===== config.mk =====
export PLATFORM = sky130hd
export DESIGN_NAME = rail_seq
export DESIGN_NICKNAME = d
export VERILOG_FILES = /design/src/hw/rail_seq_pkg.sv /design/src/hw/rail_seq.sv
export SDC_FILE = /design/constraint.sdc
export NUM_CORES = 1
export LEC_CHECK = 0
export BUFFER_PORTS_ARGS = -buffer_cell sky130_fd_sc_hd__clkbuf_2
export CAP_MARGIN = 15
export CORE_ASPECT_RATIO = 0.9
export CORE_UTILIZATION = 51
export CTS_CLUSTER_DIAMETER = 30
export DETAILED_ROUTE_END_ITERATION = 7
export GPL_TIMING_DRIVEN = 0
export PLACE_DENSITY = 0.83
export SETUP_SLACK_MARGIN = 0.1
export SLEW_MARGIN = 20
export SYNTH_ARGS = -nofsm -noshare
export SYNTH_HDL_FRONTEND = slang
export SYNTH_SLANG_ARGS = --single-unit

===== constraint.sdc =====
create_clock -name CLOCK_IN -period 5.3 [get_ports CLOCK_IN]
set_input_delay 0.795 -clock CLOCK_IN [delete_from_list [all_inputs] [get_ports CLOCK_IN]]
set_output_delay 0.795 -clock CLOCK_IN [all_outputs]
set_load 0.03 [all_outputs]

===== src/hw/rail_seq_pkg.sv =====
// Purpose: shared constants and types of the sleep-state rail sequencer
// Assumes: 250 MHz clock, comparator flags already synchronous
// Notes: one line per rule, tag first
package rail_seq_pkg;
  // ************************************************
  // timing
  // ************************************************
  localparam int CLK_MHZ = 250;
  localparam int DEGLITCH_NS = 2000;
  localparam int DEGLITCH_CYC = (DEGLITCH_NS * CLK_MHZ) / 1000;
  localparam int SLEEP_DLY_US = 200;
  localparam int SLEEP_DLY_CYC = SLEEP_DLY_US * CLK_MHZ;
  localparam int WAKE_DLY_MS = 50;
  localparam int WAKE_DLY_CYC = WAKE_DLY_MS * 1000 * CLK_MHZ;
  localparam int SS_GAP_MS = 3;
  localparam int SS_GAP_CYC = SS_GAP_MS * 1000 * CLK_MHZ;
  localparam int SS_RAMP_US = 1000;
  localparam int SS_RAMP_CYC = SS_RAMP_US * CLK_MHZ;
  localparam int VID_RAIL_GOOD_US = 100;
  localparam int VID_RAIL_GOOD_CYC = VID_RAIL_GOOD_US * CLK_MHZ;
  // ************************************************
  // register map
  // ************************************************
  localparam logic [7:0] CTRL_OFS = 8'h00;
  localparam logic [7:0] STATUS_OFS = 8'h04;
  localparam int CTRL_SWOFF_BIT = 0;
  localparam logic CTRL_SWOFF_RST = 1'b0;
  localparam int STAT_STATE_LSB = 0;
  localparam int STAT_FAULT_BIT = 9;
  localparam int STAT_VIDOFF_BIT = 10;
  localparam int STAT_KEEP5_BIT = 11;
  localparam int STAT_LANSEL_BIT = 12;
  localparam int STAT_VIDPG_BIT = 13;
  // ************************************************
  // types
  // ************************************************
  typedef enum logic [8:0] {
    ST_RAMP1 = 9'h001,
    ST_GAP = 9'h002,
    ST_RAMP2 = 9'h004,
    ST_S5 = 9'h008,
    ST_S3 = 9'h010,
    ST_WAKE = 9'h020,
    ST_S0 = 9'h040,
    ST_ENTRY = 9'h080,
    ST_LATCH = 9'h100
  } state_t;
  // comparator flags from the analog side
  typedef struct packed {
    logic main33_good;
    logic main5_good;
    logic dual33_uv;
    logic dual5_uv;
    logic lan_uv;
    logic vid_uv;
    logic vid_good;
    logic over_temp;
  } mon_t;
  // rail drive group
  typedef struct packed {
    logic main_switch_gate_n;
    logic standby33_reg_drv;
    logic standby5_switch_drv;
    logic lan_rail_en;
    logic vid_reg_en;
  } rails_t;
endpackage


===== src/hw/rail_seq.sv =====
// Purpose: sleep-state decode and rail enable sequencing with APB status
// Assumes: SRST_IN is the standby bias power-on reset
// Notes: soft-start ramps are modelled by timers, not by the capacitor
//
// The APB slave port and the register offsets were chosen for this implementation.
`timescale 1ns/1ps
module rail_seq
  import rail_seq_pkg::*;
#(
  parameter int SLEEP_CYC = SLEEP_DLY_CYC,
  parameter int WAKE_CYC = WAKE_DLY_CYC,
  parameter int GAP_CYC = SS_GAP_CYC,
  parameter int RAMP_CYC = SS_RAMP_CYC,
  parameter int PG_CYC = VID_RAIL_GOOD_CYC
)
(
  // clock and reset
  input wire logic CLOCK_IN,
  input wire logic SRST_IN,
  // chipset sleep requests and straps
  input wire logic SUSPEND_RAM_REQ_N_IN,
  input wire logic SOFT_OFF_REQ_N_IN,
  input wire logic DUAL5_KEEP_SEL_IN,
  input wire logic AUX_RAIL_MODE_SEL_IN,
  // comparator flags and soft-start pin level
  input wire mon_t MON_IN,
  input wire logic SS_LOW_IN,
  // apb slave
  input wire logic PSEL_IN,
  input wire logic PENABLE_IN,
  input wire logic PWRITE_IN,
  input wire logic [7:0] PADDR_IN,
  input wire logic [31:0] PWDATA_IN,
  output logic [31:0] PRDATA_OUT,
  output logic PREADY_OUT,
  output logic PSLVERR_OUT,
  // rail drives and reports
  output rails_t RAILS_OUT,
  output logic VID_RAIL_GOOD_OUT,
  output logic FAULT_OUT
);
  localparam int TW = 24;
  localparam int DW = 10;

  // ************************************************
  // request deglitch
  // ************************************************
  logic [1:0] raw_req; // bit0 suspend, bit1 soft-off
  logic [1:0] filt_req;
  assign raw_req = {SOFT_OFF_REQ_N_IN, SUSPEND_RAM_REQ_N_IN};

  genvar gi;
  generate
    for (gi = 0; gi < 2; gi++)
    begin : g_dgl
      logic [DW-1:0] cnt_ff; // cycles the raw level has differed
      logic [DW-1:0] nxt_cnt;
      logic lvl_ff; // filtered level, pulled-up idle high
      logic nxt_lvl;
      // a new level must persist the whole filter time to be taken
      always_comb
      begin
        nxt_lvl = lvl_ff;
        nxt_cnt = '0;
        if (raw_req[gi] != lvl_ff)
        begin
          if (cnt_ff == DW'(DEGLITCH_CYC - 1))
            nxt_lvl = raw_req[gi];
          else
            nxt_cnt = cnt_ff + 1'b1;
        end
      end
      // registers only
      always_ff @(posedge CLOCK_IN)
      begin
        if (SRST_IN)
        begin
          cnt_ff <= '0;
          lvl_ff <= 1'b1;
        end
        else
        begin
          cnt_ff <= nxt_cnt;
          lvl_ff <= nxt_lvl;
        end
      end
      assign filt_req[gi] = lvl_ff;
    end
  endgenerate

  // decoded requests; soft-off low alone matches none and holds
  logic req_act;
  logic req_s3;
  logic req_s5;
  assign req_act = filt_req[0] & filt_req[1];
  assign req_s3 = ~filt_req[0] & filt_req[1];
  assign req_s5 = ~filt_req[0] & ~filt_req[1];

  // ************************************************
  // strap capture
  // ************************************************
  logic strap_ok_ff; // straps taken once after reset
  logic keep5_ff; // 5V dual kept in soft-off
  logic lan_sel_ff; // aux rail always on
  logic nxt_strap_ok;
  logic nxt_keep5;
  logic nxt_lan_sel;
  // straps are static, so one sample after reset release suffices
  always_comb
  begin
    nxt_strap_ok = 1'b1;
    nxt_keep5 = strap_ok_ff ? keep5_ff : DUAL5_KEEP_SEL_IN;
    nxt_lan_sel = strap_ok_ff ? lan_sel_ff : AUX_RAIL_MODE_SEL_IN;
  end
  // registers only
  always_ff @(posedge CLOCK_IN)
  begin
    if (SRST_IN)
    begin
      strap_ok_ff <= 1'b0;
      keep5_ff <= 1'b1;
      lan_sel_ff <= 1'b1;
    end
    else
    begin
      strap_ok_ff <= nxt_strap_ok;
      keep5_ff <= nxt_keep5;
      lan_sel_ff <= nxt_lan_sel;
    end
  end

  // ************************************************
  // power state machine
  // ************************************************
  state_t st_ff;
  state_t nxt_st;
  logic [TW-1:0] tmr_ff; // shared interval timer
  logic [TW-1:0] nxt_tmr;
  logic mains_good;
  logic early_uv;
  logic sw_off_ff; // software shutdown bit
  logic shutdown;
  rails_t rails_ff;
  assign mains_good = MON_IN.main33_good & MON_IN.main5_good;
  // after the first ramp the dual and aux rails are watched for collapse
  assign early_uv = MON_IN.dual33_uv | (rails_ff.lan_rail_en & MON_IN.lan_uv);
  assign shutdown = SS_LOW_IN | sw_off_ff;

  // sequencing and state decode
  always_comb
  begin
    nxt_st = st_ff;
    nxt_tmr = tmr_ff + 1'b1;
    case (st_ff)
      // first ramp: dual 3.3V comes up after bias reset, the aux rail too only when its strap selects always-on
      ST_RAMP1:
      begin
        if (tmr_ff == TW'(RAMP_CYC - 1))
        begin
          nxt_st = ST_GAP;
          nxt_tmr = '0;
        end
      end
      // pause between ramps
      ST_GAP:
      begin
        if (early_uv)
          nxt_st = ST_LATCH;
        else if (tmr_ff == TW'(GAP_CYC - 1))
        begin
          nxt_st = ST_RAMP2;
          nxt_tmr = '0;
        end
      end
      // second ramp, then settle into whatever is requested
      ST_RAMP2:
      begin
        nxt_tmr = '0;
        if (early_uv)
          nxt_st = ST_LATCH;
        else if (tmr_ff != TW'(RAMP_CYC - 1))
          nxt_tmr = tmr_ff + 1'b1;
        else if (req_act)
          nxt_st = ST_WAKE;
        else if (req_s3)
          nxt_st = ST_S3;
        else
          nxt_st = ST_S5;
      end
      // soft-off: a suspend request alone is refused here
      ST_S5:
      begin
        nxt_tmr = '0;
        if (req_act)
          nxt_st = ST_WAKE;
      end
      // suspend-to-RAM
      ST_S3:
      begin
        nxt_tmr = '0;
        if (req_act)
          nxt_st = ST_WAKE;
        else if (req_s5)
          nxt_st = ST_S5;
      end
      // wake: timer runs only while both mains stay good
      ST_WAKE:
      begin
        // an abandoned wake never raised the active rails, so it falls back to soft-off
        if (!filt_req[0])
        begin
          nxt_st = ST_S5;
          nxt_tmr = '0;
        end
        else if (!mains_good)
          nxt_tmr = '0;
        else if (tmr_ff == TW'(WAKE_CYC - 1))
          nxt_st = ST_S0;
      end
      // active
      ST_S0:
      begin
        nxt_tmr = '0;
        if (!mains_good)
          nxt_st = ST_S5;
        else if (!filt_req[0])
          nxt_st = ST_ENTRY;
      end
      // suspend request seen: wait, then pick by soft-off request
      ST_ENTRY:
      begin
        if (!mains_good)
          nxt_st = ST_S5;
        else if (filt_req[0])
          nxt_st = ST_S0;
        else if (tmr_ff == TW'(SLEEP_CYC - 1))
          nxt_st = filt_req[1] ? ST_S3 : ST_S5;
      end
      // latched off until bias is cycled
      ST_LATCH:
      begin
        nxt_tmr = '0;
      end
      default:
      begin
        nxt_st = ST_RAMP1;
        nxt_tmr = '0;
      end
    endcase
  end
  // registers only
  always_ff @(posedge CLOCK_IN)
  begin
    if (SRST_IN)
    begin
      st_ff <= ST_RAMP1;
      tmr_ff <= '0;
    end
    else
    begin
      st_ff <= nxt_st;
      tmr_ff <= nxt_tmr;
    end
  end

  // ************************************************
  // rail drives, vid good and fault
  // ************************************************
  logic active;
  logic alive;
  logic mon_on;
  logic vid_off_ff; // vid regulator tripped
  logic nxt_vid_off;
  logic [TW-1:0] pg_ff; // vid good delay count
  logic [TW-1:0] nxt_pg;
  logic pg_ff_q;
  logic nxt_pg_q;
  logic fault_ff;
  logic nxt_fault;
  rails_t nxt_rails;
  assign active = (st_ff == ST_S0) | (st_ff == ST_ENTRY);
  assign alive = (st_ff != ST_LATCH) & ~shutdown;
  assign mon_on = (st_ff != ST_RAMP1) & (st_ff != ST_GAP) & (st_ff != ST_RAMP2);

  // rail enables follow the state; soft-start low overrides all
  always_comb
  begin
    nxt_rails.main_switch_gate_n = alive & active;
    nxt_rails.standby33_reg_drv = alive & ~active;
    nxt_rails.standby5_switch_drv = alive & ((st_ff == ST_S3)
      | (keep5_ff & ((st_ff == ST_S5) | (st_ff == ST_WAKE))));
    // the strap default must not light the aux rail before the strap is captured
    nxt_rails.lan_rail_en = alive & ((strap_ok_ff & lan_sel_ff) | active);
    nxt_rails.vid_reg_en = alive & active & ~vid_off_ff;
    // trip only after the rail was good, so the ramp cannot trip it
    nxt_vid_off = vid_off_ff | (rails_ff.vid_reg_en & pg_ff_q & MON_IN.vid_uv);
    if (SS_LOW_IN && !(rails_ff.vid_reg_en & pg_ff_q & MON_IN.vid_uv))
      nxt_vid_off = 1'b0;
    nxt_pg = '0;
    if (rails_ff.vid_reg_en && MON_IN.vid_good)
      nxt_pg = pg_ff_q ? pg_ff : pg_ff + 1'b1;
    nxt_pg_q = rails_ff.vid_reg_en & MON_IN.vid_good
      & (pg_ff_q | (pg_ff == TW'(PG_CYC - 1)));
    nxt_fault = (st_ff == ST_LATCH) | (st_ff != ST_LATCH) & (st_ff == ST_GAP | st_ff == ST_RAMP2) & early_uv;
    if (alive)
      nxt_fault = MON_IN.over_temp
        | (active & ~mains_good)
        | (mon_on & MON_IN.dual33_uv)
        | (mon_on & rails_ff.lan_rail_en & MON_IN.lan_uv)
        | (mon_on & (rails_ff.main_switch_gate_n | rails_ff.standby5_switch_drv) & MON_IN.dual5_uv)
        | (pg_ff_q & MON_IN.vid_uv)
        | nxt_fault;
    // overtemperature is reported even under software shutdown
    nxt_fault = nxt_fault | MON_IN.over_temp;
    if (SS_LOW_IN)
      nxt_fault = 1'b0;
  end
  // registers only
  always_ff @(posedge CLOCK_IN)
  begin
    if (SRST_IN)
    begin
      rails_ff <= '0;
      vid_off_ff <= 1'b0;
      pg_ff <= '0;
      pg_ff_q <= 1'b0;
      fault_ff <= 1'b0;
    end
    else
    begin
      rails_ff <= nxt_rails;
      vid_off_ff <= nxt_vid_off;
      pg_ff <= nxt_pg;
      pg_ff_q <= nxt_pg_q;
      fault_ff <= nxt_fault;
    end
  end
  assign RAILS_OUT = rails_ff;
  assign VID_RAIL_GOOD_OUT = pg_ff_q;
  assign FAULT_OUT = fault_ff;

  // ************************************************
  // apb slave
  // ************************************************
  logic [31:0] rdata_ff;
  logic [31:0] nxt_rdata;
  logic err_ff;
  logic nxt_err;
  logic nxt_sw_off;
  logic hit;
  // read data is captured in the setup cycle, so the answer has no wait states
  always_comb
  begin
    hit = (PADDR_IN == CTRL_OFS) | (PADDR_IN == STATUS_OFS);
    nxt_rdata = rdata_ff;
    nxt_err = err_ff;
    nxt_sw_off = sw_off_ff;
    if (PSEL_IN && !PENABLE_IN)
    begin
      nxt_err = ~hit;
      nxt_rdata = '0;
      if (PADDR_IN == CTRL_OFS)
        nxt_rdata[CTRL_SWOFF_BIT] = sw_off_ff;
      else if (PADDR_IN == STATUS_OFS)
      begin
        nxt_rdata[STAT_STATE_LSB +: 9] = st_ff;
        nxt_rdata[STAT_FAULT_BIT] = fault_ff;
        nxt_rdata[STAT_VIDOFF_BIT] = vid_off_ff;
        nxt_rdata[STAT_KEEP5_BIT] = keep5_ff;
        nxt_rdata[STAT_LANSEL_BIT] = lan_sel_ff;
        nxt_rdata[STAT_VIDPG_BIT] = pg_ff_q;
      end
    end
    if (PSEL_IN && PENABLE_IN && PWRITE_IN && (PADDR_IN == CTRL_OFS))
      nxt_sw_off = PWDATA_IN[CTRL_SWOFF_BIT];
  end
  // registers only
  always_ff @(posedge CLOCK_IN)
  begin
    if (SRST_IN)
    begin
      rdata_ff <= '0;
      err_ff <= 1'b0;
      sw_off_ff <= CTRL_SWOFF_RST;
    end
    else
    begin
      rdata_ff <= nxt_rdata;
      err_ff <= nxt_err;
      sw_off_ff <= nxt_sw_off;
    end
  end
  assign PRDATA_OUT = rdata_ff;
  assign PREADY_OUT = 1'b1;
  assign PSLVERR_OUT = err_ff & PSEL_IN & PENABLE_IN;
endmodule // rail_seq


==> impl_results.md, run 1 <==
- Crit end category: flop
- Fill count: 803
- Relative slew slack: 0.608
- Fmax: 384 MHz
- Lkg Pwr: 2.18 nW
- Data arrival, critical path: 2.87 ns
- Initial cell density of the core: 0.530
- Post-route DRC: 0
- Final hold violations: 0
- Worst path max stage delay: 0.40 ns
- Power Density: 289 nW/um^2
- Final worst slack: 2.69 ns
- Post-cts sizing count: 0
- Hold crit path type: reg2reg
- Clock share of power: 0.335
- CTS Root Cell: clkbuf_8
- Metal3 WL: 888 um
- Warnings, synthesis: 0
- Primary FF master, synth: dfxtp_1
- CP startpoint kind: flop
- Total die area: 10500 um^2
- Post-DR wirelength/cell: 14.0 um
- Fraction of layout cells with a size suffix above 1: 0.149
- Max-cap violations: 0
- Slowest stage cell, crit path: nor4_2
- Die X: 108 um
- Setup Crit Path Kind: reg2reg
- CP required: 5.57 ns
- GRT Util Overall: 0.224
- Top cells by area, synth: dfxtp_1 (41%), nor2_1 (6.8%), xor2_1 (5.6%)
- Area of the mapped netlist: 5160 um^2
- Seq/Total Area, Yosys: 0.411
- Top Layer Used: met4
- Antenna viol nets, final: 0
- Part of the power in combinational logic: 0.170
- CP Max Fanout: 9
- DP HPWL: 8.38 mm
- Port Buffers: 48
- Number of global-route vias before repair: 4231
- Period utilization: 0.492
- Total CTS buffers: 9
- Peak supply drop: 0.186 mV
- Hold-fix buffers at CTS: 0
- Avg Inst Size Synth: 8.55 um^2
- Die Ht: 97.4 um
- CTS tree: yes
- Final Skew: 0.0173 ns
- ANT cells: 0
- Slew Viols, Final: 0
- Worst-path clk slew: 0.09 ns
- Routed WL: 11.3 mm
- # rows: 34
- Vias: 4553
- Cells after synthesis: 604
- Final setup TNS: 0 ns
- Worst-case clock buffer depth: 2
- Clk sinks: 106
- Async SR Flop Fraction: 0
- Status: finished, final reports clean
- Drt pass-1 iters: 5
- Slew @ Worst Pin: 0.589 ns
- Top-area cell type share of the netlist area: 0.411
- Worst skew pair latency: 0.39 ns
- CP bufs+invs: 2
- Post-DR vias/cell: 5.61
- Met2 routed WL: 5.19 mm
- Worst-path cell chain: ha_1 -> clkbuf_1 -> nand3_1 -> nor4_2 -> a32o_1 -> o211a_1 -> buf_4 -> nand2_1 -> a221oi_1
- Synthesis-to-layout area growth: 13.4%
- Sw Pwr: 0.000491 W
- Nets@finish: 746
- Setup-failing EPs final: 0
- Synth Register Bits: 106
- Final Wtd Congestion: 0.924
- Number of synthesized flops with an enable pin: 0
- RSZ-0062 raised after global routing: false
- GRT overflow: 0
- Sw frac: 0.290
- Reg power frac: 0.495
- Post-synthesis cell type count: 65
- Power Internal: 0.00120 W
- Initial antenna violation count: 0
- CP top delay family: compound AO/OA/AOI/OAI gates
- Fin crit period: 2.61 ns
- Dpl ws: 2.74 ns
- I/O pin total: 99
- Core area: 9740 um^2
- DR iter-0 viols: 298
- First-pass GRT wire length: 18.9 mm
- M1 WL: 5.06 mm
- Cell taking the most area after synthesis: dfxtp_1
- CTS HTree Levels: 3
- Largest net degree at the start of global routing: 20
- Setup repair bufs after CTS: 0
per-stage QoR:
step	total power [W]	cell area (um^2)	hold WS, ns	utilization	std cells
6_report	0.00169	5850	0.455	0.601	811
4_1_cts	0.00170	5850	0.458	0.601	811
3_3_place_gp	0.00113	5620	0.424	0.577	795
2_1_floorplan	0.00107	5230	0.413	-	621
3_5_place_dp	0.00114	5620	0.438	0.577	795
5_1_grt	0.00177	5850	0.482	0.601	811
cells in the mapped netlist, types with 3 or more instances:
cell / count
dfxtp_1: 106
nor2_1: 94
nand2_1: 43
xor2_1: 33
nand3_1: 31
xnor2_1: 21
buf_4: 20
a21oi_1: 18
nand4_1: 16
nor3_1: 16
o21ai_0: 16
a22oi_1: 15
clkbuf_1: 15
or3_1: 15
inv_1: 11
and3_1: 10
ha_1: 8
nor4_1: 8
and4_1: 7
nor2b_1: 7
or4_1: 7
and2_1: 6
nand2b_1: 5
a31oi_1: 4
and4b_1: 4
buf_2: 4
nand4b_1: 4
nor3b_1: 4
a21o_1: 3
mux2i_1: 3
nor4bb_1: 3
o21a_1: 3
or2_2: 3
metal layers:
layer	track usage	vias to the layer above
met2	0.362	188
met3	0.0604	23
li1	-	2242
met4	0.0727	0
met5	0	-
met1	0.286	2100
path summary, 6_finish.rpt:
check / startpoint / to / slack, ns / cells after the start
hold reg to reg: g_dgl[1].cnt_ff[0] / g_dgl[1].cnt_ff[0] / 0.46 / 1
setup / recovery: tmr_ff[0] / st_ff[5] / 2.69 / 9
setup reg to reg: tmr_ff[0] / st_ff[5] / 2.69 / 9
hold / removal: g_dgl[1].cnt_ff[0] / g_dgl[1].cnt_ff[0] / 0.46 / 1
state kept, by name (all words and copies together) (netlist names):
signal	count
g_dgl.lvl_ff	2
FAULT_OUT	1
lan_sel_ff	1
err_ff	1
sw_off_ff	1
RAILS_OUT	5
pg_ff	24
strap_ok_ff	1
keep5_ff	1
tmr_ff	24
g_dgl.cnt_ff	20
vid_off_ff	1
st_ff	9
PRDATA_OUT	14
VID_RAIL_GOOD_OUT	1
cell families (layout without fill, tap and decap cells):
group	Yosys count	in the layout	synth area share
and+or+nand+nor	298	298	0.308
DFF	106	106	0.411
AOI/OAI and AO/OA	79	79	0.105
xor gates and xnor gates	54	54	0.0916
buffers and inverters	54	118	0.0577
adders and majority gates	8	8	0.0194
muxes	3	3	0.00582
other	2	19	0.00146
placed cells by master (no fill, tap or decap), drive strengths merged, types with 10 or more instances in the layout:
master and instances:
dfxtp 106, nand2 43, nand4 16, conb 19, xor2 33, a22oi 15
inv 14, buf 27, or3 16, nor4 10, a21oi 18, and3 11
nor3 16, nand3 31, clkbuf 72, xnor2 21, nor2 94, o21ai 16
cell type report:
| class | instances | area (um^2) | area share |
|---|---|---|---|
| plain buffers | 42 | 253 | 0.0432 |
| clock buffers | 9 | 124 | 0.0212 |
| clock inverters | 7 | 108 | 0.0184 |
| inverters | 12 | 45.0 | 0.00769 |
| multi-input cells | 461 | 2810 | 0.479 |
| flip-flops and latches | 106 | 2120 | 0.362 |
| well taps | 126 | 158 | 0.0269 |
| repair buffers | 48 | 240 | 0.0410 |
power by group through the flow:
stage	clock (W)	combinational [W]	sequential (W)
after global routing	0.000611	0.000314	0.000841
after CTS	0.000578	0.000283	0.000838
after global placement	0	0.000271	0.000854
after detailed placement	0	0.000282	0.000856
final	0.000567	0.000288	0.000838
after floorplan	0	0.000214	0.000854
Power figures use the tool's default switching activity.
==> run 2, diff against run 1 <==
==> constraint.sdc (replaced) <==
create_clock -name CLOCK_IN -period 2.65 [get_ports CLOCK_IN]
set_input_delay 0.3975 -clock CLOCK_IN [delete_from_list [all_inputs] [get_ports CLOCK_IN]]
set_output_delay 0.3975 -clock CLOCK_IN [all_outputs]
set_load 0.03 [all_outputs]
==> run 2 against run 1 <==
  * Non-clock buffer count increased by 2
  * Sequential share of layout area down 0.26 points
  * Register-to-register slack lost 2.5 ns
  * Via count down 0.40%
  * Flip-flop and latch count stayed put
  * Worst hold slack worse by 0.21 ns
  * Die area unchanged
  * Clock power increased by 100%
  * Total power increased by 100%
  * Critical endpoint unchanged
==> impl_results.md, run 2 (same netlist as run 1, synthesis figures left out) <==
- Layout Cells excl Fill: 813
- Commonest non-fill, non-tap cell in the layout: dfxtp_1
- Worst-case clock buffer depth: 2
- Setup Crit Path Kind: reg2reg
- Biggest regs: pg_ff x24, tmr_ff x24, g_dgl.cnt_ff x20
- First-pass GRT wire length: 18.9 mm
- Final Skew: 0.0176 ns
- Number of global-route vias before repair: 4231
- Slew @ Worst Pin: 0.573 ns
- Synthesis-to-layout area growth: 14.3%
- Max-cap violations: 0
- Final setup TNS: 0 ns
- Power Density: 575 nW/um^2
- Hold crit path type: in2reg
- Placed cell count: 795
- ANT cells: 0
- Lkg Pwr: 2.19 nW
- M1 WL: 5.14 mm
- Crit end category: flop
- Worst-path clk slew: 0.11 ns
- Core area: 9740 um^2
- Largest net degree at the start of global routing: 20
- CP required: 2.92 ns
- Final Wtd Congestion: 0.924
- Multi-input logic area: 2830 um^2
- CP startpoint kind: flop
- Antenna viol nets, final: 0
- Peak supply drop: 0.371 mV
- Total CTS buffers: 9
- Top Layer Used: met4
- RSZ-0062 raised after global routing: true
- Initial antenna violation count: 0
- Slew Viols, Final: 0
- Post-route DRC: 0
- Vias: 4535
- Worst skew pair latency: 0.39 ns
- Metal3 WL: 832 um
- Post-DR vias/cell: 5.58
- Met2 routed WL: 5.16 mm
- Final hold violations: 0
- CTS tree: yes
- Most frequent cells in the layout: dfxtp_1 (106), nor2_1 (94), clkbuf_2 (49)
- Fmax: 403 MHz
- DR iter-0 viols: 282
- Relative slew slack: 0.618
- Die X: 108 um
- GRT Util Overall: 0.224
- Register area: 2120 um^2
- # rows: 34
- Status: finished, final reports clean
- Post-DR wirelength/cell: 13.9 um
- Routed WL: 11.3 mm
- Data arrival, critical path: 2.75 ns
- Initial cell density of the core: 0.530
- Fin Hold WS: 0.242 ns
- Total die area: 10500 um^2
- Period utilization: 0.936
- CTS Root Cell: clkbuf_8
- Clk sinks: 106
- I/O pin total: 99
- Fill count: 799
- Port Buffers: 48
- Nets@finish: 748
- Setup-failing EPs final: 0
- CTS HTree Levels: 3
- CP Max Fanout: 9
- GRT overflow: 0
- Drt pass-1 iters: 5
- Final Core Density: 0.605
- Fin crit period: 2.48 ns
- DP HPWL: 8.38 mm
- Die Ht: 97.4 um
- Fraction of layout cells with a size suffix above 1: 0.157
==> run 2: layout make-up <==
class | instances | area share
Buffer | 42 | 0.0431
Clock buffer | 9 | 0.0210
Clock inverter | 7 | 0.0182
Inverter | 12 | 0.00827
Multi-Input combinational cell | 461 | 0.480
Sequential cell | 106 | 0.360
Tap cell | 126 | 0.0267
Timing Repair Buffer | 50 | 0.0433
==> run 2: per-stage QoR <==
step | worst slack [ns] | power [W] | cell area, um^2
2_1_floorplan | 0.456 | 0.00214 | 5230
3_5_place_dp | 0.0969 | 0.00228 | 5620
6_report | 0.171 | 0.00339 | 5900
3_3_place_gp | 0.197 | 0.00225 | 5620
5_1_grt | 0.0485 | 0.00353 | 5900
4_1_cts | 0.121 | 0.00340 | 5860
==> run 2: path summary, 6_finish.rpt <==
| check | start | to | slack [ns] | cells after the start |
|---|---|---|---|---|
| worst min-delay path | AUX_RAIL_MODE_SEL_IN | lan_sel_ff | 0.24 | 3 |
| worst max register to register | tmr_ff[10] | st_ff[5] | 0.17 | 7 |
| worst min register to register | tmr_ff[0] | tmr_ff[0] | 0.46 | 1 |
| worst max-delay path | tmr_ff[10] | st_ff[5] | 0.17 | 7 |
==> run 2: critical path, cell delays in order (launching register included) <==
cell and delay [ns]:
dfxtp_1 0.39, or4_1 0.59, nor3_2 0.27, and4_1 0.32, o211a_1 0.18, buf_4 0.17
nand2_1 0.09, a221oi_1 0.35
==> run 2: metal layers <==
layer	GRT usage	vias to the layer above
li1	-	2248
met1	0.286	2084
met2	0.362	179
met3	0.0604	24
met4	0.0727	0
met5	0	-
==> run 2: what timing repair did <==
action | 4_1_cts | 5_1_grt
hold buffers | 0 | 0
endpoints found under the setup margin | 1 | 25
resized for setup | 1 | 4
setup buffers | 0 | 2
==> run 2: report_power, final <==
part | leakage, nW | internal (W) | switching, W | total, W
sequential | 0.857 | 0.00164 | 0.0000410 | 0.00168
combinational | 1.22 | 0.000223 | 0.000355 | 0.000578
clock | 0.117 | 0.000548 | 0.000588 | 0.00114
total | 2.19 | 0.00241 | 0.000985 | 0.00339
==> run 3, diff against run 2 <==
--- a/config.mk
+++ b/config.mk
@@ -7,12 +7,13 @@
 export LEC_CHECK = 0
 export BUFFER_PORTS_ARGS = -buffer_cell sky130_fd_sc_hd__clkbuf_2
 export CAP_MARGIN = 15
-export CORE_ASPECT_RATIO = 0.9
-export CORE_UTILIZATION = 51
+export CORE_ASPECT_RATIO = 0.6
+export CORE_UTILIZATION = 50
 export CTS_CLUSTER_DIAMETER = 30
+export CTS_CLUSTER_SIZE = 16
 export DETAILED_ROUTE_END_ITERATION = 7
 export GPL_TIMING_DRIVEN = 0
-export PLACE_DENSITY = 0.83
+export PLACE_DENSITY = 0.85
 export SETUP_SLACK_MARGIN = 0.1
 export SLEW_MARGIN = 20
 export SYNTH_ARGS = -nofsm -noshare
==> constraint.sdc (replaced) <==
create_clock -name CLOCK_IN -period 2.02 [get_ports CLOCK_IN]
set_input_delay 0.303 -clock CLOCK_IN [delete_from_list [all_inputs] [get_ports CLOCK_IN]]
set_output_delay 0.303 -clock CLOCK_IN [all_outputs]
set_load 0.03 [all_outputs]
==> run 3 against run 2 <==
  * Final cell count up 3.9%
  * Combinational power up 96%
  * The run now ends with setup timing left
  * Register-to-register slack worse by 0.45 ns
  * Critical endpoint is now FAULT_OUT
  * Highest routed layer unchanged
  * Worst setup slack worse by 0.45 ns
  * First-iteration DRC count up 120%
==> impl_results.md, run 3 (same netlist as run 1, synthesis figures left out) <==
- Initial antenna violation count: 0
- Slowest stage cell, crit path: or4_4
- Drt pass-1 iters: 5
- CP startpoint kind: flop
- CP bufs+invs: 1
- Multi-input logic area: 3050 um^2
- Lkg Pwr: 2.45 nW
- Commonest non-fill, non-tap cell in the layout: nor2_1
- Max-cap violations: 0
- Status: complete, but fails checks
- CTS Root Cell: clkbuf_16
- Hold Path Stages: 3
- Period utilization: 1.14
- Initial cell density of the core: 0.519
- DP HPWL: 9.03 mm
- Setup-failing EPs final: 36
- Power Density: 788 nW/um^2
- Final Skew: 0.00942 ns
- Layout Cells excl Fill: 845
- Fill count: 770
- Final Core Density: 0.655
- Register area: 2170 um^2
- Port Buffers: 48
- Biggest regs: pg_ff x24, tmr_ff x24, g_dgl.cnt_ff x20
- Post-DP Area: 5670 um^2
- Antenna viol nets, final: 0
- Data arrival, critical path: 2.54 ns
- Synthesis-to-layout area growth: 26.3%
- Setup Crit Path Kind: reg2reg
- RSZ-0062 raised after global routing: true
- GRT overflow: 0
- Peak supply drop: 0.633 mV
- CP Max Fanout: 7
- Post-DR vias/cell: 5.85
- # rows: 28
- Fin area: 6520 um^2
- Worst-case clock buffer depth: 2
- Die X: 133 um
- Total die area: 10700 um^2
- Post-route DRC: 0
- Worst path max stage delay: 0.58 ns
- Dpl ws: -0.324 ns
- CTS HTree Levels: 3
- Number of global-route vias before repair: 4398
- Critical path depth: 7
- Slew Viols, Final: 0
- Crit end category: flop
- Fraction of layout cells with a size suffix above 1: 0.269
- Worst skew pair latency: 0.35 ns
- Placed cell count: 804
- Nets@finish: 771
- ANT cells: 0
- Worst-path clk slew: 0.08 ns
- Post-DR wirelength/cell: 16.4 um
- Final Wtd Congestion: 0.937
- Slew @ Worst Pin: 0.742 ns
- Core area: 9950 um^2
- Fmax: 435 MHz
- CP top delay family: simple AND/OR/NAND/NOR gates
- First-pass GRT wire length: 21.4 mm
- Most frequent cells in the layout: nor2_1 (93), dfxtp_1 (87), clkbuf_2 (48)
- Hold crit path type: in2reg
- Total CTS buffers: 9
- I/O pin total: 99
- Failing checks: setup timing
- Fin Hold WS: 0.150 ns
- Clk sinks: 106
- Final worst slack: -0.280 ns
- Largest net degree at the start of global routing: 21
- Routed WL: 13.9 mm
- CTS tree: yes
- Relative slew slack: 0.505
- Reg2Reg Depth: 7
- Worst-path cell chain: or4_4 -> nor4_4 -> a32o_2 -> o211a_1 -> buf_6 -> a21boi_4 -> o31a_1
- Die Ht: 80.7 um
- CP required: 2.26 ns
- Vias: 4943
- Hold-fix buffers at CTS: 0
- DR iter-0 viols: 621
- GRT Util Overall: 0.250
- Final hold violations: 0
- Fin crit period: 2.30 ns
-- run 3: through the flow --
step	total power, W	TNS [ns]
5_1_grt	0.00533	-7.22
2_1_floorplan	0.00282	-0.0736
3_5_place_dp	0.00299	-6.71
6_report	0.00514	-5.07
3_3_place_gp	0.00298	-6.13
4_1_cts	0.00498	-1.63
-- run 3: area by class of cell --
class                   count  area share
multi-input cells         461       0.467
inverters                  12     0.00768
flip-flops and latches    106       0.332
plain buffers              38      0.0459
well taps                 135      0.0259
clock inverters             6     0.00921
repair buffers             77      0.0731
clock buffers              10      0.0384
-- run 3: tightest hold or removal path: cells and delay by family --
kind                   cells  cell delay (ns)
buffers and inverters      1             0.07
muxes                      1             0.05
and+or+nand+nor            1             0.05
-- run 3: repair_timing --
item,in CTS,in global routing
pin swaps,20,20
gates resized for setup,63,28
setup endpoints to repair,47,53
gates cloned,1,0
setup buffers,19,9
-- run 3: power by group --
| group | total [W] | internal, W | switching [W] |
|---|---|---|---|
| Combinational | 0.00113 | 0.000554 | 0.000571 |
| Clock | 0.00181 | 0.000950 | 0.000861 |
| Sequential | 0.00220 | 0.00214 | 0.0000618 |
| Total | 0.00514 | 0.00364 | 0.00149 |
-- run 3: layer usage --
| metal | GRT usage | vias up | share of wire |
|---|---|---|---|
| met5 | 0 | - | 0 |
| met4 | 0.0898 | 0 | 0.028 |
| met3 | 0.0619 | 58 | 0.097 |
| met2 | 0.383 | 314 | 0.44 |
| met1 | 0.343 | 2264 | 0.43 |
| li1 | - | 2307 | - |
-- run 3: final timing paths --
check | from | endpoint | slack [ns]
max reg2reg | tmr_ff[21] | FAULT_OUT | -0.28
min | DUAL5_KEEP_SEL_IN | keep5_ff | 0.15
max | tmr_ff[21] | FAULT_OUT | -0.28
min reg2reg | tmr_ff[0] | tmr_ff[0] | 0.45
